File: config.mk
export PLATFORM = sky130hd
export DESIGN_NAME = egress_idle_header_grant_formatter
export DESIGN_NICKNAME = d
export VERILOG_FILES = /design/src/egress_grant_pkg.sv /design/src/egress_flywheels.sv /design/src/egress_axil_regs.sv /design/src/egress_idle_header_grant_formatter.sv
export VERILOG_INCLUDE_DIRS = /design/src
export SDC_FILE = /design/constraint.sdc
export NUM_CORES = 1
export LEC_CHECK = 0
export ABC_CLOCK_PERIOD_IN_PS = 6900
export BUFFER_PORTS_ARGS = -buffer_cell sky130_fd_sc_hd__buf_2
export CELL_PAD_IN_SITES_DETAIL_PLACEMENT = 1
export CELL_PAD_IN_SITES_GLOBAL_PLACEMENT = 2
export CORE_AREA = 2 2 489 491
export DETAILED_ROUTE_END_ITERATION = 10
export DIE_AREA = 0 0 491 493
export HOLD_SLACK_MARGIN = 0.05
export PLACE_DENSITY = 0.49
export SKIP_CTS_REPAIR_TIMING = 1
export SYNTH_ARGS = -nofsm -noshare
export SYNTH_HDL_FRONTEND = slang
export SYNTH_SLANG_ARGS = --single-unit
File: constraint.sdc
create_clock -name mclk -period 6.9 [get_ports mclk]
set_input_delay 2.07 -clock mclk [delete_from_list [all_inputs] [get_ports mclk]]
set_output_delay 2.07 -clock mclk [all_outputs]
set_load 0.01 [all_outputs]
File: src/egress_grant_map.svh
`ifndef EGRESS_GRANT_MAP_SVH
`define EGRESS_GRANT_MAP_SVH

// register byte offsets
`define CTRL_OFS 8'h00
`define SIDE_OFS 8'h04
`define STATUS_OFS 8'h08

// control register fields and reset values
`define CTRL_MODE_BIT 0
`define CTRL_PRIO_LSB 1
`define CTRL_COLOR_LSB 4
`define CTRL_RST 32'h0000_0006
`define SIDE_HI_LSB 0
`define SIDE_LO_LSB 4
`define SIDE_RST 32'h0000_0000

// status register fields
`define STAT_EXT_BIT 0
`define STAT_PRIO_LSB 1
`define STAT_PORT_LSB 4
`define STAT_TYPE_LSB 8
`define STAT_GT_BIT 12

// 8b/10b characters
`define CHAR_D21_5 8'hb5
`define CHAR_K28_1 8'h3c
`define CHAR_K28_5 8'hbc

// byte positions in a logical lane unit
`define BYTE_H0 0
`define BYTE_H1 1
`define BYTE_H2 2
`define BYTE_SIDE 5
`define BYTE_FLOW 6
`define BYTE_SYNC 7
`define LANE_BYTES 10

// flywheel codes and multicast period in packet cycles
`define SP_TYPE_MC 3'h4
`define MC_PERIOD 61

// axi responses
`define RESP_OKAY 2'h0
`define RESP_SLVERR 2'h2

`endif

File: src/egress_grant_pkg.sv
`default_nettype none

package egress_grant_pkg;
    typedef logic [7:0] lane_byte_t;
    typedef logic [2:0] sp_code_t;
    typedef logic [1:0] axi_resp_t;
endpackage

`default_nettype wire

File: src/egress_flywheels.sv
`include "egress_grant_map.svh"
`default_nettype none

module egress_flywheels (
    input wire logic mclk,
    input wire logic sys_rst,
    input wire logic pkt_cycle,
    input wire logic [1:0] num_prio_m1,
    input wire logic [7:0] mc_grant,
    output logic ext_fw_ff,
    output logic [1:0] prio_fw_ff,
    output egress_grant_pkg::sp_code_t sp_port_ff,
    output egress_grant_pkg::sp_code_t sp_type_ff,
    output logic grant_type
);
    logic [5:0] mc_cnt_ff;
    logic [7:0] mc_sent_ff;
    logic mc_due;
    logic mc_changed;
    logic type_is_mc;
    logic port_wraps;
    logic [1:0] nxt_prio;
    egress_grant_pkg::sp_code_t nxt_port;
    egress_grant_pkg::sp_code_t nxt_type;

    assign mc_due = (mc_cnt_ff == 6'(`MC_PERIOD - 1));
    assign mc_changed = (mc_grant != mc_sent_ff);
    assign grant_type = mc_due | mc_changed;
    assign type_is_mc = (sp_type_ff == `SP_TYPE_MC);
    assign port_wraps = (sp_port_ff == 3'h7);

    // the combined six-bit count runs to 100000 then back to zero
    assign nxt_port = type_is_mc ? 3'h0 : sp_port_ff + 3'h1;
    assign nxt_type = type_is_mc ? 3'h0 :
                      !port_wraps ? sp_type_ff :
                      (sp_type_ff[1:0] == num_prio_m1) ? `SP_TYPE_MC :
                      sp_type_ff + 3'h1;
    assign nxt_prio = (prio_fw_ff == num_prio_m1) ? 2'h0 : prio_fw_ff + 2'h1;

    // flywheels keep turning in multicast slots too
    always_ff @(posedge mclk or posedge sys_rst) begin
        if (sys_rst) begin
            ext_fw_ff <= 1'b0;
            prio_fw_ff <= 2'h0;
            sp_port_ff <= 3'h0;
            sp_type_ff <= 3'h0;
            mc_cnt_ff <= 6'h0;
            mc_sent_ff <= 8'h00;
        end else if (pkt_cycle) begin
            ext_fw_ff <= ~ext_fw_ff;
            prio_fw_ff <= ext_fw_ff ? nxt_prio : prio_fw_ff;
            sp_port_ff <= nxt_port;
            sp_type_ff <= nxt_type;
            mc_cnt_ff <= mc_due ? 6'h0 : mc_cnt_ff + 6'h1;
            mc_sent_ff <= grant_type ? mc_grant : mc_sent_ff;
        end
    end
endmodule

`default_nettype wire

File: src/egress_axil_regs.sv
`include "egress_grant_map.svh"
`default_nettype none

module egress_axil_regs (
    input wire logic mclk,
    input wire logic sys_rst,
    input wire logic [7:0] s_axi_awaddr,
    input wire logic s_axi_awvalid,
    output logic s_axi_awready,
    input wire logic [31:0] s_axi_wdata,
    input wire logic [3:0] s_axi_wstrb,
    input wire logic s_axi_wvalid,
    output logic s_axi_wready,
    output egress_grant_pkg::axi_resp_t s_axi_bresp,
    output logic s_axi_bvalid,
    input wire logic s_axi_bready,
    input wire logic [7:0] s_axi_araddr,
    input wire logic s_axi_arvalid,
    output logic s_axi_arready,
    output logic [31:0] s_axi_rdata,
    output egress_grant_pkg::axi_resp_t s_axi_rresp,
    output logic s_axi_rvalid,
    input wire logic s_axi_rready,
    input wire logic [31:0] status,
    output logic [31:0] ctrl_ff,
    output logic [31:0] side_ff
);
    logic [7:0] awaddr_ff;
    logic [31:0] wdata_ff;
    logic [3:0] wstrb_ff;
    logic aw_got_ff;
    logic w_got_ff;
    logic do_wr;
    logic wr_ctrl;
    logic wr_side;
    logic [31:0] wmask;
    logic [31:0] rd_word;
    logic rd_hit;

    assign do_wr = aw_got_ff & w_got_ff & ~s_axi_bvalid;
    assign wr_ctrl = do_wr & (awaddr_ff == `CTRL_OFS);
    assign wr_side = do_wr & (awaddr_ff == `SIDE_OFS);
    assign wmask = {{8{wstrb_ff[3]}}, {8{wstrb_ff[2]}}, {8{wstrb_ff[1]}}, {8{wstrb_ff[0]}}};
    assign rd_hit = (s_axi_araddr == `CTRL_OFS) | (s_axi_araddr == `SIDE_OFS) |
                    (s_axi_araddr == `STATUS_OFS);
    assign rd_word = (s_axi_araddr == `CTRL_OFS) ? ctrl_ff :
                     (s_axi_araddr == `SIDE_OFS) ? side_ff :
                     (s_axi_araddr == `STATUS_OFS) ? status : 32'h0;

    always_ff @(posedge mclk or posedge sys_rst) begin
        if (sys_rst) begin
            s_axi_awready <= 1'b1;
            s_axi_wready <= 1'b1;
            s_axi_bvalid <= 1'b0;
            s_axi_bresp <= `RESP_OKAY;
            aw_got_ff <= 1'b0;
            w_got_ff <= 1'b0;
            awaddr_ff <= 8'h00;
            wdata_ff <= 32'h0;
            wstrb_ff <= 4'h0;
            ctrl_ff <= `CTRL_RST;
            side_ff <= `SIDE_RST;
        end else begin
            if (s_axi_awvalid && s_axi_awready) begin
                awaddr_ff <= s_axi_awaddr;
                aw_got_ff <= 1'b1;
                s_axi_awready <= 1'b0;
            end
            if (s_axi_wvalid && s_axi_wready) begin
                wdata_ff <= s_axi_wdata;
                wstrb_ff <= s_axi_wstrb;
                w_got_ff <= 1'b1;
                s_axi_wready <= 1'b0;
            end
            if (do_wr) begin
                aw_got_ff <= 1'b0;
                w_got_ff <= 1'b0;
                s_axi_bvalid <= 1'b1;
                s_axi_bresp <= (wr_ctrl | wr_side) ? `RESP_OKAY : `RESP_SLVERR;
            end
            if (s_axi_bvalid && s_axi_bready) begin
                s_axi_bvalid <= 1'b0;
                s_axi_awready <= 1'b1;
                s_axi_wready <= 1'b1;
            end
            if (wr_ctrl) begin
                ctrl_ff <= ((ctrl_ff & ~wmask) | (wdata_ff & wmask)) & 32'h0000_0037;
            end
            if (wr_side) begin
                side_ff <= ((side_ff & ~wmask) | (wdata_ff & wmask)) & 32'h0000_00ff;
            end
        end
    end

    always_ff @(posedge mclk or posedge sys_rst) begin
        if (sys_rst) begin
            s_axi_arready <= 1'b1;
            s_axi_rvalid <= 1'b0;
            s_axi_rdata <= 32'h0;
            s_axi_rresp <= `RESP_OKAY;
        end else if (s_axi_arvalid && s_axi_arready) begin
            s_axi_arready <= 1'b0;
            s_axi_rvalid <= 1'b1;
            s_axi_rdata <= rd_word;
            s_axi_rresp <= rd_hit ? `RESP_OKAY : `RESP_SLVERR;
        end else if (s_axi_rvalid && s_axi_rready) begin
            s_axi_rvalid <= 1'b0;
            s_axi_arready <= 1'b1;
        end
    end
endmodule

`default_nettype wire

File: src/egress_idle_header_grant_formatter.sv
// The address map and the AXI4-Lite slave port are this design's own decisions.
`include "egress_grant_map.svh"
`default_nettype none

// Function
// - third header byte only in 512 mode
// - low channel byte 7 carries K28.5
// - unused idle bytes carry D21.5 fill
// - side nibble sent twice in byte
// - color bits 4:5, parity bit 1
// - grant type defaults to subport grants
// - multicast grants every 61 packet cycles
// - multicast grants sent on status change
// - protection field always zero
// - low bit 0 shows extended flywheel
// - low bits 6:7 show priority flywheel
// - subport multicast is AND over range
// - subport queue grants for ports n, n+1
// - subport multicast grants at flywheel four
// - multicast grants, high element high nibble
// - 512 mode byte b: ports n+2, n+3
// - 256 mode low grants per eight ports
// - 512 mode low grants in two bytes
// - grant bytes shared by all packet kinds
// - flow byte: grant, flywheel fields
// - type codes 0-3 priority, 4 multicast
// - port flywheel selects port pair/quad
// - extended and priority flywheels advance
// - subport flywheels advance and wrap
// - flywheels advance during multicast slots
module egress_idle_header_grant_formatter (
    input wire logic mclk,
    input wire logic sys_rst,
    input wire logic pkt_cycle,
    input wire logic mem_grant,
    input wire logic [7:0] mc_grant,
    input wire logic [127:0] oq_grant,
    input wire logic [511:0] sp_oq_grant,
    input wire logic [127:0] sp_mc_grant,
    input wire logic [7:0] s_axi_awaddr,
    input wire logic s_axi_awvalid,
    output logic s_axi_awready,
    input wire logic [31:0] s_axi_wdata,
    input wire logic [3:0] s_axi_wstrb,
    input wire logic s_axi_wvalid,
    output logic s_axi_wready,
    output egress_grant_pkg::axi_resp_t s_axi_bresp,
    output logic s_axi_bvalid,
    input wire logic s_axi_bready,
    input wire logic [7:0] s_axi_araddr,
    input wire logic s_axi_arvalid,
    output logic s_axi_arready,
    output logic [31:0] s_axi_rdata,
    output egress_grant_pkg::axi_resp_t s_axi_rresp,
    output logic s_axi_rvalid,
    input wire logic s_axi_rready,
    output logic frame_valid_ff,
    output logic [79:0] hi_master_ff,
    output logic [9:0] hi_master_k_ff,
    output logic [79:0] lo_master_ff,
    output logic [9:0] lo_master_k_ff,
    output logic [79:0] hi_slave_ff,
    output logic [9:0] hi_slave_k_ff,
    output logic [79:0] lo_slave_ff,
    output logic [9:0] lo_slave_k_ff,
    output logic [7:0] hi_grant_a_ff,
    output logic [7:0] hi_grant_b_ff,
    output logic [7:0] lo_grant_a_ff,
    output logic [7:0] lo_grant_b_ff
);
    // ------------------------------------------------------------
    // registers and flywheels
    // ------------------------------------------------------------
    logic [31:0] ctrl_ff;
    logic [31:0] side_ff;
    logic [31:0] status;
    logic gt_last_ff;
    logic mode_512;
    logic [1:0] num_prio_m1;
    logic [1:0] color;
    logic [3:0] side_hi;
    logic [3:0] side_lo;
    logic ext_fw;
    logic [1:0] prio_fw;
    egress_grant_pkg::sp_code_t sp_port;
    egress_grant_pkg::sp_code_t sp_type;
    logic grant_type;

    assign mode_512 = ctrl_ff[`CTRL_MODE_BIT];
    assign num_prio_m1 = ctrl_ff[`CTRL_PRIO_LSB +: 2];
    assign color = ctrl_ff[`CTRL_COLOR_LSB +: 2];
    assign side_hi = side_ff[`SIDE_HI_LSB +: 4];
    assign side_lo = side_ff[`SIDE_LO_LSB +: 4];
    assign status = {19'h0, gt_last_ff, 1'b0, sp_type, 1'b0, sp_port, 1'b0, prio_fw, ext_fw};

    egress_axil_regs u_regs (
        .mclk(mclk),
        .sys_rst(sys_rst),
        .s_axi_awaddr(s_axi_awaddr),
        .s_axi_awvalid(s_axi_awvalid),
        .s_axi_awready(s_axi_awready),
        .s_axi_wdata(s_axi_wdata),
        .s_axi_wstrb(s_axi_wstrb),
        .s_axi_wvalid(s_axi_wvalid),
        .s_axi_wready(s_axi_wready),
        .s_axi_bresp(s_axi_bresp),
        .s_axi_bvalid(s_axi_bvalid),
        .s_axi_bready(s_axi_bready),
        .s_axi_araddr(s_axi_araddr),
        .s_axi_arvalid(s_axi_arvalid),
        .s_axi_arready(s_axi_arready),
        .s_axi_rdata(s_axi_rdata),
        .s_axi_rresp(s_axi_rresp),
        .s_axi_rvalid(s_axi_rvalid),
        .s_axi_rready(s_axi_rready),
        .status(status),
        .ctrl_ff(ctrl_ff),
        .side_ff(side_ff)
    );

    egress_flywheels u_fly (
        .mclk(mclk),
        .sys_rst(sys_rst),
        .pkt_cycle(pkt_cycle),
        .num_prio_m1(num_prio_m1),
        .mc_grant(mc_grant),
        .ext_fw_ff(ext_fw),
        .prio_fw_ff(prio_fw),
        .sp_port_ff(sp_port),
        .sp_type_ff(sp_type),
        .grant_type(grant_type)
    );

    // ------------------------------------------------------------
    // subport multicast aggregation
    // ------------------------------------------------------------
    logic [3:0] spmc_lower;
    logic [3:0] spmc_upper;

    genvar p;
    generate
        for (p = 0; p < 4; p++) begin : g_spmc
            // half width follows the arrangement: 8 ports or 16 ports
            assign spmc_lower[p] = mode_512 ? &sp_mc_grant[p*32 +: 16] :
                                   &sp_mc_grant[p*32 +: 8];
            assign spmc_upper[p] = mode_512 ? &sp_mc_grant[p*32+16 +: 16] :
                                   &sp_mc_grant[p*32+8 +: 8];
        end
    endgenerate

    // ------------------------------------------------------------
    // grant bytes
    // ------------------------------------------------------------
    logic [4:0] port_base;
    logic [8:0] sp_offs;
    logic [6:0] oq_offs;
    logic [7:0] sp_pair_a;
    logic [7:0] sp_pair_b;
    egress_grant_pkg::lane_byte_t hi_a;
    egress_grant_pkg::lane_byte_t hi_b;
    egress_grant_pkg::lane_byte_t lo_a;
    egress_grant_pkg::lane_byte_t lo_b;

    // first port n: two per step or four per step
    assign port_base = mode_512 ? {sp_port, 2'b00} : {1'b0, sp_port, 1'b0};
    assign sp_offs = {sp_type[1:0], port_base, 2'b00};
    assign sp_pair_a = sp_oq_grant[sp_offs +: 8];
    assign sp_pair_b = sp_oq_grant[9'(sp_offs + 9'h8) +: 8];
    assign oq_offs = mode_512 ? {prio_fw, ext_fw, 4'h0} : {prio_fw, 1'b0, ext_fw, 3'h0};

    // the same bytes feed data, control and service headers
    assign hi_a = grant_type ? mc_grant :
                  (sp_type == `SP_TYPE_MC) ? {spmc_upper, spmc_lower} :
                  sp_type[2] ? 8'h00 : sp_pair_a;
    assign hi_b = (!mode_512 || grant_type || sp_type[2]) ? 8'h00 : sp_pair_b;
    assign lo_a = oq_grant[oq_offs +: 8];
    assign lo_b = mode_512 ? oq_grant[7'(oq_offs + 7'h8) +: 8] : 8'h00;

    // ------------------------------------------------------------
    // qualifier, side and flow bytes
    // ------------------------------------------------------------
    egress_grant_pkg::lane_byte_t hi_h0_np;
    egress_grant_pkg::lane_byte_t lo_h0_np;
    egress_grant_pkg::lane_byte_t hi_h0;
    egress_grant_pkg::lane_byte_t lo_h0;
    egress_grant_pkg::lane_byte_t flow_b;
    logic hi_par;
    logic lo_par;

    // bit 1 left open for parity, protection held at 00
    assign hi_h0_np = {2'b00, color, 2'b00, 1'b0, grant_type};
    assign lo_h0_np = {prio_fw, color, 2'b00, 1'b0, ext_fw};
    // even parity over the qualifier byte and both grant bytes, with byte b taken as zero in 256 mode rather than the fill sent there
    assign hi_par = ^{hi_h0_np, hi_a, hi_b};
    assign lo_par = ^{lo_h0_np, lo_a, lo_b};
    assign hi_h0 = {hi_h0_np[7:2], hi_par, hi_h0_np[0]};
    assign lo_h0 = {lo_h0_np[7:2], lo_par, lo_h0_np[0]};
    assign flow_b = {sp_port, sp_type, 1'b0, mem_grant};

    // ------------------------------------------------------------
    // lane assembly
    // ------------------------------------------------------------
    logic [79:0] hi_m_nxt;
    logic [79:0] lo_m_nxt;
    logic [79:0] hi_s_nxt;
    logic [79:0] lo_s_nxt;
    logic [9:0] sync_k;

    genvar b;
    generate
        for (b = 0; b < `LANE_BYTES; b++) begin : g_byte
            if (b == `BYTE_H0) begin : g_h0
                assign hi_m_nxt[b*8 +: 8] = hi_h0;
                assign lo_m_nxt[b*8 +: 8] = lo_h0;
            end else if (b == `BYTE_H1) begin : g_h1
                assign hi_m_nxt[b*8 +: 8] = hi_a;
                assign lo_m_nxt[b*8 +: 8] = lo_a;
            end else if (b == `BYTE_H2) begin : g_h2
                assign hi_m_nxt[b*8 +: 8] = mode_512 ? hi_b : `CHAR_D21_5;
                assign lo_m_nxt[b*8 +: 8] = mode_512 ? lo_b : `CHAR_D21_5;
            end else if (b == `BYTE_SIDE) begin : g_side
                assign hi_m_nxt[b*8 +: 8] = {side_hi, side_hi};
                assign lo_m_nxt[b*8 +: 8] = {side_lo, side_lo};
            end else if (b == `BYTE_FLOW) begin : g_flow
                assign hi_m_nxt[b*8 +: 8] = flow_b;
                assign lo_m_nxt[b*8 +: 8] = flow_b;
            end else if (b == `BYTE_SYNC) begin : g_sync
                assign hi_m_nxt[b*8 +: 8] = `CHAR_K28_1;
                assign lo_m_nxt[b*8 +: 8] = `CHAR_K28_5;
            end else begin : g_fill
                assign hi_m_nxt[b*8 +: 8] = `CHAR_D21_5;
                assign lo_m_nxt[b*8 +: 8] = `CHAR_D21_5;
            end
            // slave units carry only fill and the sync character
            assign hi_s_nxt[b*8 +: 8] = (b == `BYTE_SYNC) ? `CHAR_K28_1 : `CHAR_D21_5;
            assign lo_s_nxt[b*8 +: 8] = (b == `BYTE_SYNC) ? `CHAR_K28_5 : `CHAR_D21_5;
            assign sync_k[b] = (b == `BYTE_SYNC);
        end
    endgenerate

    // ------------------------------------------------------------
    // output registers, loaded once per packet cycle
    // ------------------------------------------------------------
    always_ff @(posedge mclk or posedge sys_rst) begin
        if (sys_rst) begin
            frame_valid_ff <= 1'b0;
            gt_last_ff <= 1'b0;
            hi_master_ff <= 80'h0;
            lo_master_ff <= 80'h0;
            hi_slave_ff <= 80'h0;
            lo_slave_ff <= 80'h0;
            hi_master_k_ff <= 10'h0;
            lo_master_k_ff <= 10'h0;
            hi_slave_k_ff <= 10'h0;
            lo_slave_k_ff <= 10'h0;
            hi_grant_a_ff <= 8'h00;
            hi_grant_b_ff <= 8'h00;
            lo_grant_a_ff <= 8'h00;
            lo_grant_b_ff <= 8'h00;
        end else begin
            frame_valid_ff <= pkt_cycle;
            if (pkt_cycle) begin
                gt_last_ff <= grant_type;
                hi_master_ff <= hi_m_nxt;
                lo_master_ff <= lo_m_nxt;
                hi_slave_ff <= hi_s_nxt;
                lo_slave_ff <= lo_s_nxt;
                hi_master_k_ff <= sync_k;
                lo_master_k_ff <= sync_k;
                hi_slave_k_ff <= sync_k;
                lo_slave_k_ff <= sync_k;
                hi_grant_a_ff <= hi_a;
                hi_grant_b_ff <= hi_b;
                lo_grant_a_ff <= lo_a;
                lo_grant_b_ff <= lo_b;
            end
        end
    end

    // packet cycles since the last multicast grant (grant_type high), for the period check
    logic [6:0] gap_ff;
    always_ff @(posedge mclk or posedge sys_rst) begin
        if (sys_rst) begin
            gap_ff <= 7'h0;
        end else if (pkt_cycle) begin
            gap_ff <= grant_type ? 7'h0 : gap_ff + 7'h1;
        end
    end
endmodule

`default_nettype wire

Word-level counts from Yosys, hierarchy flattened
Index checks and enable logic that the tools add are counted.
{"block": "word_totals", "ff_bits": 227, "inputBits": 837, "output_inout_bits": 434, "elab_cells": 147}
{"block": "classes", "n_addsub": 6, "n_eq_ne": 9, "n_shift": 4, "n_mux": 42, "bitwise_logic": 16, "reduce_logical": 38}
{"operator": "$shiftx 512x10->8", "count": 2}
{"operator": "$shiftx 128x8->8", "count": 2}
{"operator": "$reduce_and 16->1", "count": 8}
{"operator": "$reduce_and 8->1", "count": 8}
{"operator": "$mux 8", "count": 7}
{"operator": "$reduce_xor 24->1", "count": 2}
{"operator": "$mux 32", "count": 1}
{"operator": "$mux 13", "count": 2}
{"operator": "$mux 1", "count": 22}
{"operator": "$and 8x8->8", "count": 2}
{"operator": "$eq 8x3->1 const B", "count": 2}
{"operator": "$logic_not 8->1", "count": 2}
{"operator": "$reduce_bool 2->1", "count": 7}
{"operator": "$mux 3", "count": 4}
{"operator": "$mux 5", "count": 2}
{"operator": "$add 9x4->9 const B", "count": 1}
{"operator": "$eq 8x4->1 const B", "count": 1}
{"operator": "$ne 8x8->1", "count": 1}
{"operator": "$not 8->8", "count": 1}
{"operator": "$or 8x8->8", "count": 1}
{"operator": "$add 7x4->7 const B", "count": 1}
{"operator": "$add 3x1->3 const B", "count": 2}
{"operator": "$add 6x1->6 const B", "count": 1}
{"operator": "$and 6x6->6", "count": 1}
{"operator": "14 further kinds", "count": 32}

Logic depth before layout (Yosys ltp)
Gate-level depths: netlist (run 1).
{"block": "logic_depth", "ltp_word": 6, "depth_mapped": 22, "ltp_nobuf": 15}

Modules after synthesis
From an unflattened synthesis (run 1), not the netlist that was laid out.
{"block": "unflattened", "hier_cells": 2420, "hier_area_um2": 22333.9}
{"module": "egress_idle_header_grant_formatter", "n_inst": 1, "cells_each": 2000, "area_each_um2": 17754.5, "seq_area_each_um2": 1801.7}
{"module": "egress_axil_regs", "n_inst": 1, "cells_each": 301, "area_each_um2": 3347.0, "seq_area_each_um2": 1783.0}
{"module": "egress_flywheels", "n_inst": 1, "cells_each": 119, "area_each_um2": 1232.4, "seq_area_each_um2": 575.6}

Worst setup path before layout (run 1)
OpenSTA, ideal clock, no wires.
{"block": "synth_timing", "path_type": "register to output", "from": "register lo_master_ff[39] (netlist name)", "to": "output hi_master_ff[26]", "t_arrival_ns": 3.024, "required_ns": 4.830, "slack_ns": 1.806, "path_stages_with_launch": 2, "n_path_buf": 1, "path_cell_list": "dfrtp_1 buf_4"}
{"element": "end: declaration", "line_no": "egress_idle_header_grant_formatter.sv:58", "source": "output logic [79:0] hi_master_ff,"}

==> metrics, run 1 <==
status=complete, no violations; Max Cap Viol=0; layout cells sized above 1=47.9%; commonest non-fill, non-tap cell in the layout=buf_2; Routed WL=183,000 um; Yosys top cell by area=mux4_2; Crit Reg-Reg Endpoint=hi_master_ff[1]; clk_skew=0.0208 ns; xor/xnor share of the synthesized area=2.60%; DRC Markers=0; asr flop ratio synth=100%; GR Util met1=18.5%; H-tree depth=4; Pre-antenna DRT Iters=5; PD cells=353 mW/mm2; worst hold endpoint=u_regs.s_axi_rdata[7]; most frequent cells in the layout=1,084 x buf_2, 263 x o21ai_0, 232 x nand2_1; Post-Place Cell Area=0.0281 mm2; number of I/O port buffers=1,085; worst hold stages=2; Final Util=12.2%; WL/cell=28.7 um; reg-to-reg setup timing slack=1.25 ns; total track usage=14.4%; critical path endpoint category=flop; Worst-Skew Late Latency=0.49 ns; GP Congestion=0.890; Cell variety after synth=83; Initial Util=8.72%; P&R area growth vs syn=39.3%; syn_area_per_cell=8.86 um2; setup slack after layout=1.25 ns; relative slew slack=18.9%; main combinational cell family by area after synthesis=multiplexers; Synth Area in Simple Gates=11.4%; Die W=491 um; DP Worst Slack=0.919 ns; R2R depth=15; initial antenna violation count=134; root buffer cell=clkbuf_16; most crowded layer after global routing=met2; Synth Area in Adders=0.484%; Ys Warns=0; kind of critical path=reg -> reg; hold wc startpoint=u_regs.s_axi_rdata[7]; mux cell area share after synthesis=28.7%; Net count, final=3,995; first-pass GRT wire length=236,000 um; Leak=11.6 nW; global route overflow=0; TritonCTS Sinks=146; met3 Track Usage GR=3.63%; Worst VDD drop=0.386 mV; Final setup viols=0; vias=24,000; met2 Use GR=24.3%; Main synth FF type=dfrtp_1; Post-Syn Area=0.0207 mm2; crit path DAT=6.00 ns; TritonCTS Buffers=17; crit start category=flop; Iter 0 DRT Violations=1,853; crit share post-route=81.9%; RSZ-0062 raised after global routing=no; Fin. Hold Viols=0; HPWL Detailed=154,000 um; #FFs+latches synth=146; Mapped Cells=2,333; Die ar.=0.242 mm2; CTS tree=done; clk buf depth=2; FMAX=177 MHz; worst slew pin tran=1.22 ns; worst path required time=7.25 ns; vias in the first global route=23,900; complex-gate fraction of the synthesized area=21.1%; total core area=0.237 mm2; Slew Limit Fails=0; Final Cell Area=0.0288 mm2; DRT antenna net count=0; HP Class=reg -> reg; Ports=1,271; Rows=179; area share of the largest cell type after synthesis=18.3%; Max FO, Critical Path=23; Fillers=28,400; Post-synth EDFFs=0; vias per cell=3.76; largest cells by area after synthesis=mux4_2 18%, dfrtp_1 17%, buf_4 13%; Setup Total Neg Slack=0 ns; Clock transition at path regs=0.07 ns; largest net degree at the start of global routing=154; post-layout min period=5.65 ns; share of the yosys chip area belonging to registers=17.7%; Die Y=493 um
## worst max-delay path: stages (launching register included)
cell	delay, ns
dfrtp_4	0.60
nand2b_4	0.28
inv_6	0.26
ha_4	0.33
nand4_4	0.39
xnor2_2	0.78
o211ai_1	0.18
o21ai_0	0.33
o21ai_0	0.15
nor3_1	0.61
a2111oi_1	0.15
buf_4	0.20
a211oi_2	0.43
xnor3_1	0.50
xnor3_1	0.21
a21oi_1	0.06
## metrics by stage
| stage | hold slack [ns] | power, mW | cells |
|---|---|---|---|
| floorplan | 0.457 | 5.91 | 2490 |
| global placement | 0.457 | 9.20 | 6298 |
| detailed placement | 0.462 | 9.22 | 6298 |
| CTS | 0.478 | 10.3 | 6330 |
| global route | 0.511 | 10.8 | 6345 |
| finish | 0.473 | 10.2 | 6378 |
## cell usage after synthesis (14+ instances only)
master and n:
mux2_2 78, nor3_1 26, nor2_1 71, xnor2_1 36, mux4_2 168, nand4_1 43, nor2b_1 14, o21ai_0 263
nand3_1 52, inv_1 42, mux2i_1 100, a22o_1 65, buf_4 366, a221oi_1 14, nand2b_1 14, a21oi_1 89
nand2_1 234, a31oi_1 20, buf_2 54, a211oi_1 21, clkbuf_1 102, a22oi_1 75, dfrtp_1 141
## cells by family (layout without fill, tap and decap cells)
logic type	after synthesis	after routing
adders and majority gates	8	8
muxes	356	356
other	1	206
buffers and inverters	592	1265
and+or+nand+nor	505	505
xor gates and xnor gates	52	52
DFF	146	146
AOI/OAI and AO/OA	673	673
## sequential cells by signal, summed over array words and instances, names as in the netlist, 7 cells and up, named ones only
signal / flops
u_regs.wdata_ff: 8
u_regs.s_axi_rdata: 12
u_regs.awaddr_ff: 8
lo_grant_b_ff: 7
hi_grant_a_ff: 7
lo_grant_a_ff: 7
hi_grant_b_ff: 8
u_fly.mc_sent_ff: 8
hi_master_ff: 15
lo_master_ff: 27
## worst max path at each step
stage / startpoint / endpoint / slack (ns) / depth (start not counted)
2_1_floorplan: sys_rst / asynchronous set/reset pin / 0.92 / 1
3_3_place_gp: sp_oq_grant[506] / hi_master_ff[1] / 0.95 / 9
3_5_place_dp: sp_oq_grant[506] / hi_master_ff[1] / 0.92 / 9
4_1_cts: flop / hi_master_ff[1] / 1.21 / 11
5_1_grt: flop / hi_master_ff[1] / 0.92 / 15
6_report: flop / hi_master_ff[1] / 1.25 / 15
## layer usage
| metal | wire (um) | vias up | share of wire (%) |
|---|---|---|---|
| li1 | - | 10000 | - |
| met1 | 77900 | 12300 | 43 |
| met2 | 86900 | 1404 | 47 |
| met3 | 14200 | 251 | 7.8 |
| met4 | 3900 | 58 | 2.1 |
| met5 | 369 | - | 0.20 |
## power breakdown
part,switching (mW),internal (mW)
Clock,0.501,0.490
Sequential,0.200,1.05
Combinational,4.94,2.98
## final cells by class
cell class | instances | area, um2 | area share [%]
diodes | 48 | 120 | 0.417
inverters | 47 | 193 | 0.669
flip-flops and latches | 146 | 3680 | 12.8
clock buffers | 18 | 439 | 1.53
clock inverters | 14 | 144 | 0.500
repair buffers | 1186 | 6280 | 21.8
well taps | 3167 | 3960 | 13.8
multi-input cells | 1752 | 14000 | 48.5
(Power assumes the default switching activity.)
==> run 2: changes to the inputs <==
--- a/config.mk
+++ b/config.mk
@@ -6,15 +6,16 @@
 export SDC_FILE = /design/constraint.sdc
 export NUM_CORES = 1
 export LEC_CHECK = 0
-export ABC_CLOCK_PERIOD_IN_PS = 6900
+export ABC_AREA = 1
+export ABC_CLOCK_PERIOD_IN_PS = 4800
 export BUFFER_PORTS_ARGS = -buffer_cell sky130_fd_sc_hd__buf_2
 export CELL_PAD_IN_SITES_DETAIL_PLACEMENT = 1
 export CELL_PAD_IN_SITES_GLOBAL_PLACEMENT = 2
-export CORE_AREA = 2 2 489 491
+export CORE_AREA = 2 2 497 499
 export DETAILED_ROUTE_END_ITERATION = 10
-export DIE_AREA = 0 0 491 493
+export DIE_AREA = 0 0 499 501
 export HOLD_SLACK_MARGIN = 0.05
-export PLACE_DENSITY = 0.49
+export PLACE_DENSITY = 0.56
 export SKIP_CTS_REPAIR_TIMING = 1
 export SYNTH_ARGS = -nofsm -noshare
 export SYNTH_HDL_FRONTEND = slang
==> constraint.sdc (replaced) <==
create_clock -name mclk -period 4.8 [get_ports mclk]
set_input_delay 1.44 -clock mclk [delete_from_list [all_inputs] [get_ports mclk]]
set_output_delay 1.44 -clock mclk [all_outputs]
set_load 0.01 [all_outputs]
==> metrics, run 2 <==
Clock transition at path regs=0.09 ns; Seq pwr share=10.5%; Die W=499 um; Routed WL=185,000 um; Slew Limit Fails=0; largest net degree at the start of global routing=154; xor/xnor share of the synthesized area=1.27%; Max FO, Critical Path=40; TritonCTS Buffers=17; global route overflow=0; #FFs+latches synth=146; Worst VDD drop=0.504 mV; multi-input logic area=0.0146 mm2; Max Cap Viol=0; relative slew slack=31.5%; largest cells by area after synthesis=nand2_1 25%, nand3_1 24%, dfrtp_1 16%; DRC Markers=0; FF+latch area=0.00367 mm2; HPWL Detailed=148,000 um; Final setup viols=0; asr flop ratio synth=100%; Ports=1,271; first-pass GRT wire length=249,000 um; Reg with most FFs=lo_master_ff; Pre-antenna DRT Iters=5; Synth Area in Simple Gates=52.3%; met3 WL post-DR=11,600 um; root buffer cell=clkbuf_16; logic gate share of total power=81.7%; complex-gate fraction of the synthesized area=7.15%; kind of critical path=reg -> reg; layout cells sized above 1=26.1%; worst hold stages=2; WL met2=88,500 um; Die ar.=0.250 mm2; Fin. Hold Viols=0; Cell variety after synth=45; Worst-Skew Late Latency=0.51 ns; total placed cells including tap cells=8,090; mux cell area share after synthesis=0.297%; Ys Warns=0; worst path required time=5.18 ns; GP Congestion=0.821; total core area=0.245 mm2; P_int=6.64 mW; M1 wire length=81,200 um; Initial Util=9.28%; Iter 0 DRT Violations=2,103; Die Y=501 um; Leak=15.4 nW; most frequent cells in the layout=1,489 x nand2_1, 1,093 x nand3_1, 1,085 x buf_2; RSZ-0062 raised after global routing=no; crit start category=flop; area share of the largest cell type after synthesis=24.7%; clk_skew=0.0211 ns; Net count, final=5,734; top flop regs=lo_master_ff (27), hi_master_ff (15), u_regs.s_axi_rdata (12); WL/cell=22.7 um; Post-synth EDFFs=0; status=complete, no violations; Synth Area in Adders=0.441%; Fillers=30,700; Clk pwr share=7.9%; initial antenna violation count=133; Setup Total Neg Slack=0 ns; worst slew pin tran=1.03 ns; crit share post-route=86.3%; share of the yosys chip area belonging to registers=16.1%; main combinational cell family by area after synthesis=simple AND/OR/NAND/NOR gates; critical path endpoint category=flop; Yosys top cell by area=nand2_1; total track usage=14.1%; Post-Syn Area=0.0227 mm2; Power Total=18.0 mW; fin cells=8,166; FMAX=241 MHz; number of I/O port buffers=1,085; R2R depth=21; TritonCTS Sinks=146; max FFs per register=27; commonest non-fill, non-tap cell in the layout=nand2_1; Main synth FF type=dfrtp_1; vias=31,300; vias in the first global route=30,500; Hold Slack=0.480 ns; P&R area growth vs syn=35.6%; Net Switching=11.4 mW; most numerous cell in the Yosys netlist=nand2_1; HP Class=reg -> reg; H-tree depth=4; CTS tree=done; PD cells=585 mW/mm2; vias per cell=3.83; Mapped Cells=4,150; crit path DAT=4.53 ns; Post-synth top cells=1,492 x nand2_1, 1,093 x nand3_1, 365 x buf_4; syn_area_per_cell=5.47 um2; post-layout min period=4.14 ns; switching portion of total power=63.2%; clk buf depth=2; Rows=182; top layer in use=met5; DRT antenna net count=0
run 2: changes by cell type after synthesis, moves of 88 or more:
cell	change
buf_2	+88
mux2i_1	-100
nand3_1	+1041
nand2_1	+1258
o21ai_0	-133
inv_1	+252
mux4_2	-168
run 2: routing by layer:
layer	vias to the layer above	GRT usage [%]
li1	14600	-
met1	15200	18.2
met2	1213	24.2
met3	236	2.81
met4	58	2.62
met5	-	0
run 2: area by class of cell:
type / instances / area share [%]
repair buffers: 1192 / 21.5
diodes: 44 / 0.357
well taps: 3220 / 13.1
flip-flops and latches: 146 / 11.9
clock inverters: 14 / 0.435
inverters: 308 / 3.82
multi-input cells: 3224 / 47.5
clock buffers: 18 / 1.43
run 2: cells by family after synthesis:
family,after synthesis
buffers and inverters,937
other,1
adders and majority gates,8
AOI/OAI and AO/OA,272
xor gates and xnor gates,30
DFF,146
and+or+nand+nor,2750
muxes,6
run 2: path summary, 6_finish.rpt:
kind,from,endpoint,slack (ns)
worst max-delay path,flop,hi_master_ff[1],0.66
worst min-delay path,u_regs.wdata_ff[3],u_regs.wdata_ff[3],0.48
worst max register to register,flop,hi_master_ff[1],0.66
worst min register to register,u_regs.wdata_ff[3],u_regs.wdata_ff[3],0.48
max in group asynchronous,sys_rst,lo_master_ff[39],2.77
min in group asynchronous,sys_rst,u_regs.s_axi_rvalid,1.02
run 2: worst max-delay path, cell delays in order, from the launching register on:
cell     delay, ns
dfrtp_2       0.53
nor2_4        0.40
ha_4          0.31
inv_6         0.37
buf_12        0.26
nand3_1       0.10
nand3_1       0.10
nand3_1       0.07
nand3_1       0.28
nand3_1       0.36
nand3_1       0.29
nand2_1       0.11
nand2_1       0.11
nand2_1       0.08
nand2_1       0.09
nand2_1       0.06
nand2_1       0.11
nand2_1       0.08
nand2_1       0.06
nand2_1       0.05
nand3_1       0.06
nand2_1       0.05
run 2: power groups by stage:
stage | registers [mW] | clock network, mW | logic (mW)
floorplan | 1.83 | 0 | 8.70
global placement | 1.91 | 0 | 14.9
detailed placement | 1.92 | 0 | 15.1
CTS | 1.91 | 1.50 | 15.1
global route | 1.94 | 1.54 | 16.3
finish | 1.89 | 1.42 | 14.7
run 2: stage by stage:
stage	worst slack [ns]	area, um2	util (%)
6_report	0.656	30800	12.6
5_1_grt	0.239	30700	12.6
4_1_cts	0.467	30700	12.5
3_5_place_dp	0.445	30100	12.3
3_3_place_gp	0.362	30100	12.3
2_1_floorplan	0.336	23300	-
